## src/hw/rft_pkg.sv

```systemverilog
// constants, types and code tables for the repeat-frame rf transceiver
// assumes a 100 MHz system clock and a 2400 bit/s on-air rate
package rft_pkg;
    localparam int unsigned CLK_HZ         = 100_000_000;
    localparam int unsigned BAUD_BPS       = 2400;
    // bit period in clocks, integer division so it rounds down
    localparam int unsigned BIT_CYC        = CLK_HZ / BAUD_BPS;
    // receive sample point at three quarters of a bit period
    localparam int unsigned SAMPLE_CYC     = (BIT_CYC * 3) / 4;
    localparam int unsigned GAP_BITS       = 40;
    localparam int unsigned GAP_CYC        = BIT_CYC * GAP_BITS;
    localparam int unsigned DISPLAY_MS     = 1000;
    localparam int unsigned DISPLAY_CYC    = (CLK_HZ / 1000) * DISPLAY_MS;
    localparam int unsigned LCD_HALF_MS    = 16;
    localparam int unsigned LCD_HALF_CYC   = (CLK_HZ / 1000) * LCD_HALF_MS;

    localparam int unsigned FRAME_BITS     = 36;
    localparam int unsigned FIELD_BITS     = 12;
    localparam int unsigned SYM_BITS       = 6;
    localparam int unsigned REPEATS        = 4;
    localparam int unsigned NUM_STATES     = 8;
    // frame field positions inside the 36-bit vector, bit 0 goes out first
    localparam int unsigned PRE_LSB        = 0;
    localparam int unsigned PAY_LSB        = 12;
    localparam int unsigned POST_LSB       = 24;

    localparam logic [11:0] PREAMBLE       = 12'h555;
    localparam logic [11:0] POSTAMBLE      = 12'hCCC;
    localparam logic        TX_MODE_LEVEL  = 1'h1;
    localparam logic        RX_MODE_LEVEL  = 1'h0;
    localparam logic        LINE_IDLE      = 1'h0;

    localparam int unsigned CNT_W          = 24;
    localparam int unsigned DISP_W         = 27;

    typedef struct packed {
        logic [3:0] hi;
        logic [3:0] lo;
    } rft_digits_t;

    typedef enum logic [1:0] {
        RFT_TX_IDLE  = 2'h0,
        RFT_TX_SHIFT = 2'h1,
        RFT_TX_DONE  = 2'h3
    } rft_tx_state_t;

    // sixteen symbols, runs of at most two inside and at each end
    // no 0x30-0x33 symbol: its 0011 tail plus the postamble would end a frame early
    localparam logic [5:0] SYM_TABLE [16] = '{
        6'h0B, 6'h0D, 6'h13, 6'h15, 6'h16, 6'h19, 6'h1A, 6'h25,
        6'h26, 6'h29, 6'h2A, 6'h2C, 6'h2D, 6'h34, 6'h1B, 6'h24
    };
endpackage

```

## src/hw/rft_transceiver.sv

```systemverilog
// repeat-frame rf transceiver: transmit framer and receive deframer with vote
// assumes rf data pins are asynchronous; one system clock, synchronous reset
`timescale 1ns/1ps

// Notes on behaviour
// - every frame is 36 bits: preamble, payload, postamble
// - each payload goes out four times; receiver compares the copies
// - digits use sixteen six-bit symbols, never more than four equal bits in a row
// - display timer drives lcd common line and pulses advance at interval end
// - each state picks two digits from its number; the digits index the symbol table
// - on advance, step state number, then pulse load so sender latches payload
// - sequencer issues four spaced loads per state, spacing sets the frame gap
// - on load, sender latches payload and shifts the frame one bit per period
// - transmit mode-select output holds the rf transmit level
// - receive pin enters a three-bit history register every clock
// - a transition in the low history bits enables the sampling counter
// - counter reaches three quarters of a bit, samples into 36-bit register
// - without new edges the counter keeps running, sampling each next bit
// - every further edge restarts the sampling counter to limit drift
// - postamble in top 12 bits stores payload in next capture copy, rearms
// - after four copies, two equal copies are decoded and shown
// - receive mode-select output holds the rf receive level
// - one system clock and one active-low global reset run both sides
// - sampling counter terminal value follows the bit rate
// - each received six-bit table symbol maps to a four-bit digit; any other symbol flags invalid
module rft_transceiver #(
    parameter int unsigned BIT_CYC      = rft_pkg::BIT_CYC,
    parameter int unsigned SAMPLE_CYC   = rft_pkg::SAMPLE_CYC,
    parameter int unsigned GAP_CYC      = rft_pkg::GAP_CYC,
    parameter int unsigned DISPLAY_CYC  = rft_pkg::DISPLAY_CYC,
    parameter int unsigned LCD_HALF_CYC = rft_pkg::LCD_HALF_CYC
) (
    input  wire logic                clk_sys,
    input  wire logic                rst_n,
    input  wire logic                rx_pin,
    output logic                     tx_pin,
    output logic                     tx_rf_mode,
    output logic                     rx_rf_mode,
    output logic                     lcd_common_line,
    output rft_pkg::rft_digits_t     tx_digits,
    output rft_pkg::rft_digits_t     rx_digits,
    output logic                     rx_update
);
    localparam logic [rft_pkg::CNT_W-1:0]  BIT_LAST    = rft_pkg::CNT_W'(BIT_CYC - 1);
    localparam logic [rft_pkg::CNT_W-1:0]  SAMPLE_LAST = rft_pkg::CNT_W'(SAMPLE_CYC - 1);
    localparam logic [rft_pkg::CNT_W-1:0]  GAP_LAST    = rft_pkg::CNT_W'(GAP_CYC - 1);
    localparam logic [rft_pkg::DISP_W-1:0] DISP_LAST   = rft_pkg::DISP_W'(DISPLAY_CYC - 1);
    localparam logic [rft_pkg::DISP_W-1:0] LCD_LAST    = rft_pkg::DISP_W'(LCD_HALF_CYC - 1);

    function automatic logic [5:0] nibble_to_symbol(input logic [3:0] n);
        return rft_pkg::SYM_TABLE[n];
    endfunction

    // unknown symbols flag invalid so a corrupted copy never reaches the display
    function automatic logic [4:0] symbol_to_nibble(input logic [5:0] s);
        logic [4:0] r;
        r = 5'h00;
        for (int i = 0; i < 16; i++) begin
            if (rft_pkg::SYM_TABLE[i] == s) begin
                r = {1'h1, 4'(i)};
            end
        end
        return r;
    endfunction

    function automatic rft_pkg::rft_digits_t state_digits(input logic [2:0] st);
        rft_pkg::rft_digits_t d;
        d.hi = {st, 1'h0};
        d.lo = {st, 1'h1};
        return d;
    endfunction

    // ---------------- display timer ----------------
    logic [rft_pkg::DISP_W-1:0] disp_cnt_reg, disp_cnt_next;
    logic [rft_pkg::DISP_W-1:0] lcd_cnt_reg, lcd_cnt_next;
    logic                       lcd_reg, lcd_next;
    logic                       advance_reg, advance_next;

    always_comb begin
        disp_cnt_next = disp_cnt_reg + 1'h1;
        advance_next  = 1'h0;
        lcd_cnt_next  = lcd_cnt_reg + 1'h1;
        lcd_next      = lcd_reg;
        if (disp_cnt_reg == DISP_LAST) begin
            disp_cnt_next = '0;
            advance_next  = 1'h1;
        end
        if (lcd_cnt_reg == LCD_LAST) begin
            lcd_cnt_next = '0;
            lcd_next     = ~lcd_reg;
        end
    end

    always_ff @(posedge clk_sys) begin
        if (!rst_n) begin
            disp_cnt_reg <= '0;
            lcd_cnt_reg  <= '0;
            lcd_reg      <= 1'h0;
            advance_reg  <= 1'h0;
        end else begin
            disp_cnt_reg <= disp_cnt_next;
            lcd_cnt_reg  <= lcd_cnt_next;
            lcd_reg      <= lcd_next;
            advance_reg  <= advance_next;
        end
    end

    // ---------------- state sequencer ----------------
    logic [2:0]               state_number_reg, state_number_next;
    logic [1:0]               repeat_reg, repeat_next;
    logic                     repeating_reg, repeating_next;
    logic [rft_pkg::CNT_W-1:0] gap_cnt_reg, gap_cnt_next;
    logic                     load_reg, load_next;
    rft_pkg::rft_digits_t     cur_digits;
    logic [11:0]              state_payload;

    always_comb begin
        cur_digits    = state_digits(state_number_reg);
        state_payload = {nibble_to_symbol(cur_digits.hi),
                         nibble_to_symbol(cur_digits.lo)};
    end

    always_comb begin
        state_number_next = state_number_reg;
        repeat_next       = repeat_reg;
        repeating_next    = repeating_reg;
        gap_cnt_next      = gap_cnt_reg;
        load_next         = 1'h0;
        if (advance_reg) begin
            state_number_next = state_number_reg + 1'h1;
            repeat_next       = 2'h0;
            repeating_next    = 1'h1;
            gap_cnt_next      = GAP_LAST; // first load one cycle after the new number
        end else if (repeating_reg) begin
            if (gap_cnt_reg == GAP_LAST) begin
                gap_cnt_next = '0;
                load_next    = 1'h1;
                repeat_next  = repeat_reg + 1'h1;
                if (repeat_reg == 2'(rft_pkg::REPEATS - 1)) begin
                    repeating_next = 1'h0;
                end
            end else begin
                gap_cnt_next = gap_cnt_reg + 1'h1;
            end
        end
    end

    always_ff @(posedge clk_sys) begin
        if (!rst_n) begin
            state_number_reg <= 3'h0;
            repeat_reg       <= 2'h0;
            repeating_reg    <= 1'h0;
            gap_cnt_reg      <= '0;
            load_reg         <= 1'h0;
        end else begin
            state_number_reg <= state_number_next;
            repeat_reg       <= repeat_next;
            repeating_reg    <= repeating_next;
            gap_cnt_reg      <= gap_cnt_next;
            load_reg         <= load_next;
        end
    end

    // ---------------- serial sender ----------------
    // a load that lands mid-frame is dropped; the gap is sized to avoid that
    rft_pkg::rft_tx_state_t    tx_state_reg, tx_state_next;
    logic [35:0]               tx_shift_reg, tx_shift_next;
    logic [5:0]                tx_bits_reg, tx_bits_next;
    logic [rft_pkg::CNT_W-1:0] tx_cnt_reg, tx_cnt_next;
    logic                      tx_pin_next;
    rft_pkg::rft_digits_t      tx_digits_next;

    always_comb begin
        tx_state_next  = tx_state_reg;
        tx_shift_next  = tx_shift_reg;
        tx_bits_next   = tx_bits_reg;
        tx_cnt_next    = tx_cnt_reg;
        tx_pin_next    = tx_pin;
        tx_digits_next = tx_digits;
        case (tx_state_reg)
            rft_pkg::RFT_TX_IDLE: begin
                tx_pin_next = rft_pkg::LINE_IDLE;
                if (load_reg) begin
                    tx_shift_next  = {rft_pkg::POSTAMBLE, state_payload,
                                      rft_pkg::PREAMBLE};
                    tx_digits_next = cur_digits;
                    tx_bits_next   = '0;
                    tx_cnt_next    = '0;
                    tx_state_next  = rft_pkg::RFT_TX_SHIFT;
                end
            end
            rft_pkg::RFT_TX_SHIFT: begin
                tx_pin_next = tx_shift_reg[0];
                if (tx_cnt_reg == BIT_LAST) begin
                    tx_cnt_next   = '0;
                    tx_shift_next = {1'h0, tx_shift_reg[35:1]};
                    tx_bits_next  = tx_bits_reg + 1'h1;
                    if (tx_bits_reg == 6'(rft_pkg::FRAME_BITS - 1)) begin
                        tx_state_next = rft_pkg::RFT_TX_DONE;
                    end
                end else begin
                    tx_cnt_next = tx_cnt_reg + 1'h1;
                end
            end
            rft_pkg::RFT_TX_DONE: begin
                tx_pin_next   = rft_pkg::LINE_IDLE;
                tx_state_next = rft_pkg::RFT_TX_IDLE;
            end
            default: begin
                tx_state_next = rft_pkg::RFT_TX_IDLE;
            end
        endcase
    end

    always_ff @(posedge clk_sys) begin
        if (!rst_n) begin
            tx_state_reg <= rft_pkg::RFT_TX_IDLE;
            tx_shift_reg <= '0;
            tx_bits_reg  <= '0;
            tx_cnt_reg   <= '0;
            tx_pin       <= rft_pkg::LINE_IDLE;
            tx_digits    <= '0;
        end else begin
            tx_state_reg <= tx_state_next;
            tx_shift_reg <= tx_shift_next;
            tx_bits_reg  <= tx_bits_next;
            tx_cnt_reg   <= tx_cnt_next;
            tx_pin       <= tx_pin_next;
            tx_digits    <= tx_digits_next;
        end
    end

    // ---------------- receiver ----------------
    logic                      rx_meta_reg, rx_sync_reg;
    logic [2:0]                rx_edge_history;
    logic                      rx_edge;
    logic                      samp_en_reg, samp_en_next;
    logic [rft_pkg::CNT_W-1:0] samp_cnt_reg, samp_cnt_next;
    logic [35:0]               rx_shift_reg, rx_shift_next;
    logic [11:0]               capture_copy [4];
    logic [11:0]               capture_next [4];
    logic [1:0]                cap_idx_reg, cap_idx_next;
    rft_pkg::rft_digits_t      rx_digits_next;
    logic                      rx_update_next;
    logic [35:0]               shifted;
    logic [11:0]               winner;
    logic                      agree;
    logic [4:0]                dec_hi, dec_lo;

    assign rx_edge = rx_edge_history[1] ^ rx_edge_history[0];

    always_comb begin
        samp_en_next   = samp_en_reg;
        samp_cnt_next  = samp_cnt_reg;
        rx_shift_next  = rx_shift_reg;
        cap_idx_next   = cap_idx_reg;
        rx_digits_next = rx_digits;
        rx_update_next = 1'h0;
        capture_next   = capture_copy;
        shifted        = {rx_edge_history[0], rx_shift_reg[35:1]};
        winner         = '0;
        agree          = 1'h0;
        for (int i = 3; i >= 0; i--) begin
            for (int j = 3; j > i; j--) begin
                if (capture_copy[i] == capture_copy[j]) begin
                    agree  = 1'h1;
                    winner = capture_copy[i];
                end
            end
        end
        dec_hi = symbol_to_nibble(winner[11:6]);
        dec_lo = symbol_to_nibble(winner[5:0]);
        if (rx_edge) begin
            samp_en_next  = 1'h1;
            samp_cnt_next = '0;
        end else if (samp_en_reg) begin
            if (samp_cnt_reg == BIT_LAST) begin
                samp_cnt_next = '0;
            end else begin
                samp_cnt_next = samp_cnt_reg + 1'h1;
            end
            if (samp_cnt_reg == SAMPLE_LAST) begin
                rx_shift_next = shifted;
                if (shifted[35 -: 12] == rft_pkg::POSTAMBLE) begin
                    capture_next[cap_idx_reg] = shifted[rft_pkg::PAY_LSB +: 12];
                    rx_shift_next = '0;
                    cap_idx_next  = cap_idx_reg + 1'h1;
                end
            end
        end
        if (cap_idx_reg == 2'h0 && samp_en_reg && rx_shift_reg == '0
                && capture_copy[3] != '0) begin
            // fourth copy just landed: vote, then clear for the next group
            if (agree && dec_hi[4] && dec_lo[4]) begin
                rx_digits_next = '{hi: dec_hi[3:0], lo: dec_lo[3:0]};
                rx_update_next = 1'h1;
            end
            for (int k = 0; k < 4; k++) begin
                capture_next[k] = '0;
            end
        end
    end

    always_ff @(posedge clk_sys) begin
        if (!rst_n) begin
            rx_meta_reg     <= 1'h0;
            rx_sync_reg     <= 1'h0;
            rx_edge_history <= 3'h0;
            samp_en_reg     <= 1'h0;
            samp_cnt_reg    <= '0;
            rx_shift_reg    <= '0;
            cap_idx_reg     <= 2'h0;
            rx_digits       <= '0;
            rx_update       <= 1'h0;
            for (int k = 0; k < 4; k++) begin
                capture_copy[k] <= '0;
            end
        end else begin
            rx_meta_reg     <= rx_pin;
            rx_sync_reg     <= rx_meta_reg;
            rx_edge_history <= {rx_edge_history[1:0], rx_sync_reg};
            samp_en_reg     <= samp_en_next;
            samp_cnt_reg    <= samp_cnt_next;
            rx_shift_reg    <= rx_shift_next;
            cap_idx_reg     <= cap_idx_next;
            rx_digits       <= rx_digits_next;
            rx_update       <= rx_update_next;
            capture_copy    <= capture_next;
        end
    end

    // ---------------- mode selects and lcd ----------------
    always_ff @(posedge clk_sys) begin
        if (!rst_n) begin
            tx_rf_mode      <= rft_pkg::TX_MODE_LEVEL;
            rx_rf_mode      <= rft_pkg::RX_MODE_LEVEL;
            lcd_common_line <= 1'h0;
        end else begin
            tx_rf_mode      <= rft_pkg::TX_MODE_LEVEL;
            rx_rf_mode      <= rft_pkg::RX_MODE_LEVEL;
            lcd_common_line <= lcd_reg;
        end
    end
endmodule

```

## config.mk

```make
export PLATFORM = sky130hd
export DESIGN_NAME = rft_transceiver
export DESIGN_NICKNAME = d
export VERILOG_FILES = /design/src/hw/rft_pkg.sv /design/src/hw/rft_transceiver.sv
export SDC_FILE = /design/constraint.sdc
export NUM_CORES = 1
export LEC_CHECK = 0
export BUFFER_PORTS_ARGS = -buffer_cell sky130_fd_sc_hd__buf_4
export CAP_MARGIN = 30
export CORE_ASPECT_RATIO = 1.1
export CORE_UTILIZATION = 41
export CTS_CLUSTER_DIAMETER = 80
export CTS_CLUSTER_SIZE = 24
export DETAILED_ROUTE_END_ITERATION = 8
export SYNTH_ARGS = -nofsm -noshare
export SYNTH_HDL_FRONTEND = slang
export SYNTH_SLANG_ARGS = --single-unit
```

## constraint.sdc

```tcl
create_clock -name clk_sys -period 3.7 [get_ports clk_sys]
set_input_delay 0.37 -clock clk_sys [delete_from_list [all_inputs] [get_ports clk_sys]]
set_output_delay 0.37 -clock clk_sys [all_outputs]
set_load 0.02 [all_outputs]
```

==> impl_metrics.csv, run 1 <==
group,metric,value,unit
setup_path,crit_path_end_kind,"flop",
pwr,p_leak,0.00558,µW
logic_synthesis,synth.avg_cell_area,8.11,µm²
floorplan,start_util,0.418,
sta,slew_violations,0,
placed_design,port_buffers,20,
logic_synthesis,synth_top_family_by_area,"simple AND/OR/NAND/NOR gates",
setup_path,crit_arrival,3.93,ns
setup_path,crit_path_top_delay_cell,"dfxtp_1",
logic_synthesis,ys_ff_latch,285,
clock_network,cts.sinks,285,
logic_synthesis,synthArstFlopShare,0,
setup_path,cp-start-kind,"flop",
floorplan,rows,71,
setup_path,critPathTopFamily,"simple AND/OR/NAND/NOR gates",
clock_network,cts_root_buf,"clkbuf_16",
logic_synthesis,netlist_instances,1768,
pwr,p_comb_frac,0.022,
sta,finalHoldViolCount,0,
min_path,min_path_type,"in -> reg",
drt,routed_wl,32300,µm
pwr,power.switching,1170,µW
logic_synthesis,synth_area_leaders,"dfxtp_1 (40%), xor2_1 (8.6%), nand2_1 (7.2%), nor2_1 (5.3%), a21oi_1 (4.9%)",
clock_network,postCtsHoldBufs,0,
logic_synthesis,yosys.area_share.adder,0.0224,
logic_synthesis,yosysWarningCount,0,
sta,finalSetupViolCount,0,
logic_synthesis,synth_edf_count,0,
clock_network,insertion_delay,0.51,ns
clock_network,cts_made_buffers,17,
floorplan,die_w,180,µm
final_layout,diodes,0,
global_route,grt_pass1_vias,11000,
sta,period_share,0.944,
drt,routedWlPerCell,15.0,µm
final_layout,syn_to_final_growth,5.95,%
pwr,ir_drop,0.290,mV
global_route,antenna_found_initial,0,
sta,final.min_clock_period,3.49,ns
sta,clock_skew,0.0159,ns
drt,drcViolationCount,0,
drt,viasPerCell,5.37,
logic_synthesis,seq_area_frac_synth,0.398,
setup_path,path_class,"reg -> reg",
floorplan,io_pins,24,
global_route,grt_max_degree,40,
pwr,clockPowerShare,0.376,
logic_synthesis,yosysTopAreaCellShare,0.398,
logic_synthesis,synth-compound-area-share,0.127,
drt,first_iter_violations,693,
drt,dr.pass1.iters,4,
logic_synthesis,synth_top_area_cell,"dfxtp_1",
pwr,p_int,3980,µW
drt,dr_wl_met3,942,µm
final_layout,final_area,15200,µm²
logic_synthesis,synth_mux_area_frac,0.0143,
final_layout,largest_reg_flops,48,
drt,ant_nets,0,
global_route,grt-ovfl-total,0,
floorplan,core,34300,µm²
pwr,p_per_area,339,nW/µm²
clock_network,htree_levels,1,
setup_path,critPathRequiredTime,4.14,ns
drt,wl_met1,15500,µm
floorplan,die_h,198,µm
placed_design,routabilityCongestion,0.928,
setup_path,cp_num_buf_inv,1,
global_route,grtUsageTotal,0.181,
logic_synthesis,synth.distinct_cells,87,
sta,max_freq,286,MHz
logic_synthesis,synth-xor-area-share,0.116,
flow_run,maxCapViolCount,0,
clock_network,clkTransAtPathRegs,0.09,ns
sta,worst_slew_pin_slew,0.894,ns
setup_path,crit_path_cell_trace,"xor2_1 -> nor4_2 -> nand3_2 -> and4_4 -> or2_1 -> a21oi_4 -> nand2_2 -> o32ai_1 -> a221oi_1 -> buf_4 -> or4_1 -> a21oi_1",
logic_synthesis,synthFlopType,"dfxtp_1",
status,status,"completed",
final_layout,fin_nets,1742,
drt,vias,11600,
pwr,power_frac_seq,0.601,
clock_network,clockBufferDepth,3,
clock_network,cts_tree,"done",
pwr,finalPower,5140,µW
pwr,switching_share,0.227,
global_route,grt_first_pass_wirelength,54800,µm
placed_design,dp_hpwl,22600,µm
setup_path,max_stage_delay,0.50,ns
final_layout,fill_cells,3423,
sta,fin_tns_setup,0,ns
setup_path,cp_max_fo,15,
placed_design,dpl_cell_area,14700,µm²
logic_synthesis,synth-simple-area-share,0.270,
logic_synthesis,synth_area,14300,µm²
drt,top_layer,"met4",
sta,slew_headroom,0.404,
drt,met2_length,15200,µm
sta,rsz0062_at_grt,"false",
final_layout,drive_gt1_frac,0.0739,
floorplan,dieArea,35700,µm²
==> layer usage <==
layer	vias up	GRT usage
li1	5938	-
met5	-	0
met3	45	0.0202
met4	0	0.0500
met2	160	0.309
met1	5434	0.241
==> repair_timing <==
item                                    in CTS  in global routing
endpoints found under the setup margin       0                  8
gates resized for setup                      0                 12
setup buffers                                0                  0
==> logic make-up (layout without fill, tap and decap cells) <==
logic type / after synthesis / count (layout)
compound gates: 291 / 291
xor+xnor: 189 / 189
fa+ha+maj: 26 / 26
buf+inv: 152 / 101
flops: 285 / 285
mux: 20 / 20
other cells: 2 / 3
simple gates: 803 / 803
==> power groups by stage <==
stage               Clock, µW  Combinational, µW  Sequential [µW]
floorplan                   0               89.6             3160
CTS                      2020                115             3090
global route             2130                130             3100
global placement            0                114             3160
finish                   1940                114             3090
detailed placement          0                115             3160
==> synth_stat cells (all sizes together) (5+ instances only) <==
master  instances
a211oi         12
a21boi          6
a21oi         146
a221oi          6
a22o           15
a311oi          5
and2           25
and3           32
and4            6
buf            54
clkbuf         76
dfxtp         285
ha             24
inv            21
mux2i          19
nand2         277
nand2b          7
nand3          87
nand4          55
nor2          205
nor2b          10
nor3           16
nor4           54
nor4b           8
o211ai         11
o21a            7
o21ai          44
o22ai           6
or2             5
or3            10
xnor2          48
xor2          141
==> worst paths after layout <==
| path | startpoint | end | slack [ns] | cells after the start |
|---|---|---|---|---|
| worst max register to register | capture_copy[16] | rx_digits[7] | 0.21 | 12 |
| worst max-delay path | capture_copy[16] | rx_digits[7] | 0.21 | 12 |
| worst min-delay path | rx_pin | rx_meta_reg | 0.09 | 2 |
| worst min register to register | rx_meta_reg | rx_sync_reg | 0.44 | 1 |
==> final cells by class <==
| type | instances | area, µm² | share of cell area |
|---|---|---|---|
| multi-input cells | 1332 | 7940 | 0.523 |
| flip-flops and latches | 285 | 5710 | 0.376 |
| well taps | 438 | 548 | 0.0361 |
| repair buffers | 57 | 428 | 0.0282 |
| clock buffers | 17 | 425 | 0.0280 |
| inverters | 22 | 83.8 | 0.00552 |
| clock inverters | 5 | 58.8 | 0.00387 |
==> placed cells by master (no fill, tap or decap), drive strengths merged, types with 6 or more instances in the layout <==
cell type  count
a211oi        12
clkbuf        17
nand3         87
nor4b          8
dfxtp        285
nor2         205
mux2i         19
o22ai          6
a22o          15
inv           25
o211ai        11
xor2         141
o21ai         44
nor2b         10
a21oi        146
a221oi         6
nor3          16
nor4          54
nand2b         7
nand4         55
and2          25
a21boi         6
or3           10
ha            24
nand2        277
and4           6
xnor2         48
o21a           7
and3          32
buf           57
==> per-stage QoR <==
stage          hold WS [ns]  setup slack (ns)   util  instances
2_1_floorplan         0.412             0.720      -       1769
3_3_place_gp          0.430            0.0879  0.427       2134
3_5_place_dp          0.424            0.0987  0.427       2134
4_1_cts              0.0802            0.0777  0.442       2156
5_1_grt              0.0698           0.00126  0.443       2156
6_report             0.0862             0.208  0.443       2156
==> worst register-to-register path, cell delays in order, from the launching register on <==
cell,delay [ns]
dfxtp_1,0.50
xor2_1,0.15
nor4_2,0.35
nand3_2,0.35
and4_4,0.30
or2_1,0.25
a21oi_4,0.34
nand2_2,0.08
o32ai_1,0.32
a221oi_1,0.10
buf_4,0.16
or4_1,0.39
a21oi_1,0.13
Note: power is estimated with default switching activity, not from simulation.
==> run 2, diff against run 1 <==
Settings changed: SETUP_SLACK_MARGIN from default to 0.4.
==> impl_metrics.csv, run 2 (synthesis results as in run 1) <==
group,metric,value,unit
sta,final.min_clock_period,3.28,ns
setup_path,max_stage_delay,0.39,ns
placed_design,port_buffers,20,
clock_network,htree_levels,1,
setup_path,critPathRequiredTime,4.09,ns
sta,rsz0062_at_grt,"true",
pwr,p_leak,0.00574,µW
global_route,grt_first_pass_wirelength,54900,µm
pwr,ir_drop,0.290,mV
floorplan,io_pins,24,
sta,slew_violations,0,
sta,fin_tns_setup,0,ns
placed_design,routabilityCongestion,0.928,
flow_run,maxCapViolCount,0,
min_path,min_path_type,"in -> reg",
min_path,hold_path_depth,2,
sta,worst_slew_pin_slew,0.894,ns
setup_path,critPathTopFamily,"simple AND/OR/NAND/NOR gates",
status,status,"completed",
clock_network,cts.sinks,285,
clock_network,postCtsHoldBufs,0,
setup_path,cp_num_buf_inv,2,
floorplan,dieArea,35700,µm²
sta,finalHoldViolCount,0,
final_layout,largest_reg_flops,48,
final_layout,ff_latch_area,5760,µm²
min_path,worstHoldStart,"rx_pin",
clock_network,cts_root_buf,"clkbuf_16",
final_layout,diodes,0,
clock_network,clockBufferDepth,3,
clock_network,insertion_delay,0.51,ns
setup_path,crit_arrival,3.68,ns
setup_path,worst-r2r-cell-count,13,
final_layout,syn_to_final_growth,8.68,%
drt,dr.pass1.iters,8,
clock_network,cts_made_buffers,17,
drt,routedWlPerCell,15.1,µm
floorplan,die_w,180,µm
final_layout,multi_input_area,8090,µm²
global_route,antenna_found_initial,0,
drt,routed_wl,32900,µm
global_route,grt-ovfl-total,0,
floorplan,die_h,198,µm
setup_path,cp_common_cell,"nand3_1",
clock_network,cts_tree,"done",
floorplan,rows,71,
sta,max_freq,305,MHz
sta,slew_headroom,0.404,
final_layout,drive_gt1_frac,0.118,
global_route,grtUsageTotal,0.181,
sta,period_share,0.888,
sta,clock_skew,0.0152,ns
drt,ant_nets,0,
global_route,grt_max_degree,40,
final_layout,utilization,0.454,
setup_path,crit_path_cell_trace,"xor2_2 -> nor4_1 -> nand3_1 -> and3_4 -> nand3_1 -> o21a_1 -> xnor2_1 -> o221ai_1 -> a222oi_1 -> buf_4 -> a21oi_4 -> buf_12 -> mux2i_1",
setup_path,r2r-start,"capture_copy[39]",
drt,viasPerCell,5.39,
setup_path,r2r_slack,0.42,ns
placed_design,dp_hpwl,22600,µm
sta,finalSetupViolCount,0,
min_path,hold_path_end,"rx_meta_reg",
setup_path,crit_path_end_kind,"flop",
floorplan,start_util,0.418,
global_route,grt_pass1_vias,11000,
clock_network,clkTransAtPathRegs,0.09,ns
drt,vias,11700,
final_layout,fin_nets,1764,
setup_path,timing.rr.end,"rx_digits[0]",
floorplan,core,34300,µm²
setup_path,crit_cells,13,
final_layout,final_common_cell,"nand2_1",
setup_path,cp-start-kind,"flop",
drt,first_iter_violations,749,
final_layout,layout_common_cells,"nand2_1 (273), dfxtp_1 (243), nor2_1 (199)",
drt,drcViolationCount,0,
setup_path,path_class,"reg -> reg",
final_layout,fill_cells,3402,
pwr,p_per_area,330,nW/µm²
setup_path,cp_max_fo,16,
setup_path,crit_path_top_delay_cell,"nor4_1",
[run 2: routing by layer]
| metal | track usage | vias to the layer above | part of all wire |
|---|---|---|---|
| met5 | 0 | - | 0 |
| li1 | - | 5985 | - |
| met3 | 0.0204 | 49 | 0.032 |
| met2 | 0.310 | 198 | 0.47 |
| met4 | 0.0519 | 0 | 0.020 |
| met1 | 0.240 | 5506 | 0.48 |
[run 2: how the worst max path moves through the flow]
stage                          start  slack, ns            to
floorplan           capture_copy[15]       0.72  rx_digits[7]
global placement     capture_copy[3]       0.09  rx_digits[5]
detailed placement   capture_copy[3]        0.1  rx_digits[0]
CTS                 capture_copy[13]       0.40  rx_digits[7]
global route        capture_copy[33]       0.29  rx_digits[7]
finish              capture_copy[39]       0.42  rx_digits[0]
[run 2: cell type report]
class	count	area share
clock inverter	5	0.00378
inverter	22	0.00538
multi-input combinational	1334	0.519
sequential	285	0.370
timing repair buffer	77	0.0392
tap	438	0.0352
clock buffer	17	0.0273
[run 2: per-stage QoR]
step / worst slack, ns / hold WS, ns / total power [µW] / cell area [µm²] / instances
after floorplan: 0.720 / 0.412 / 3250 / 14300 / 1769
after global placement: 0.0879 / 0.430 / 3280 / 14700 / 2134
after detailed placement: 0.0987 / 0.424 / 3280 / 14700 / 2134
after CTS: 0.401 / 0.0802 / 5230 / 15300 / 2159
after global routing: 0.289 / 0.0719 / 5350 / 15600 / 2178
final: 0.416 / 0.0880 / 5140 / 15600 / 2178
[run 2: what timing repair did]
action	in CTS	in global routing
gates resized for setup	37	46
cloned	0	2
pin swaps	4	17
endpoints found under the hold margin	0	0
setup buffers	3	17
endpoints found under the setup margin	9	8
[run 2: where the power goes]
group          switching [µW]  leakage, µW  internal (µW)
combinational            84.2      0.00318           29.7
sequential               13.8      0.00232           3080
clock                    1070     0.000237            867
[run 2: worst reg2reg max path, delay by kind of cell, from the launching register on]
family / cells / cell delay (ns)
multiplexers: 1 / 0.11
AND/OR/NAND/NOR: 4 / 1.12
flip-flops: 1 / 0.37
buffers and inverters: 2 / 0.34
AO/OA/AOI/OAI: 4 / 0.85
XOR/XNOR: 2 / 0.37
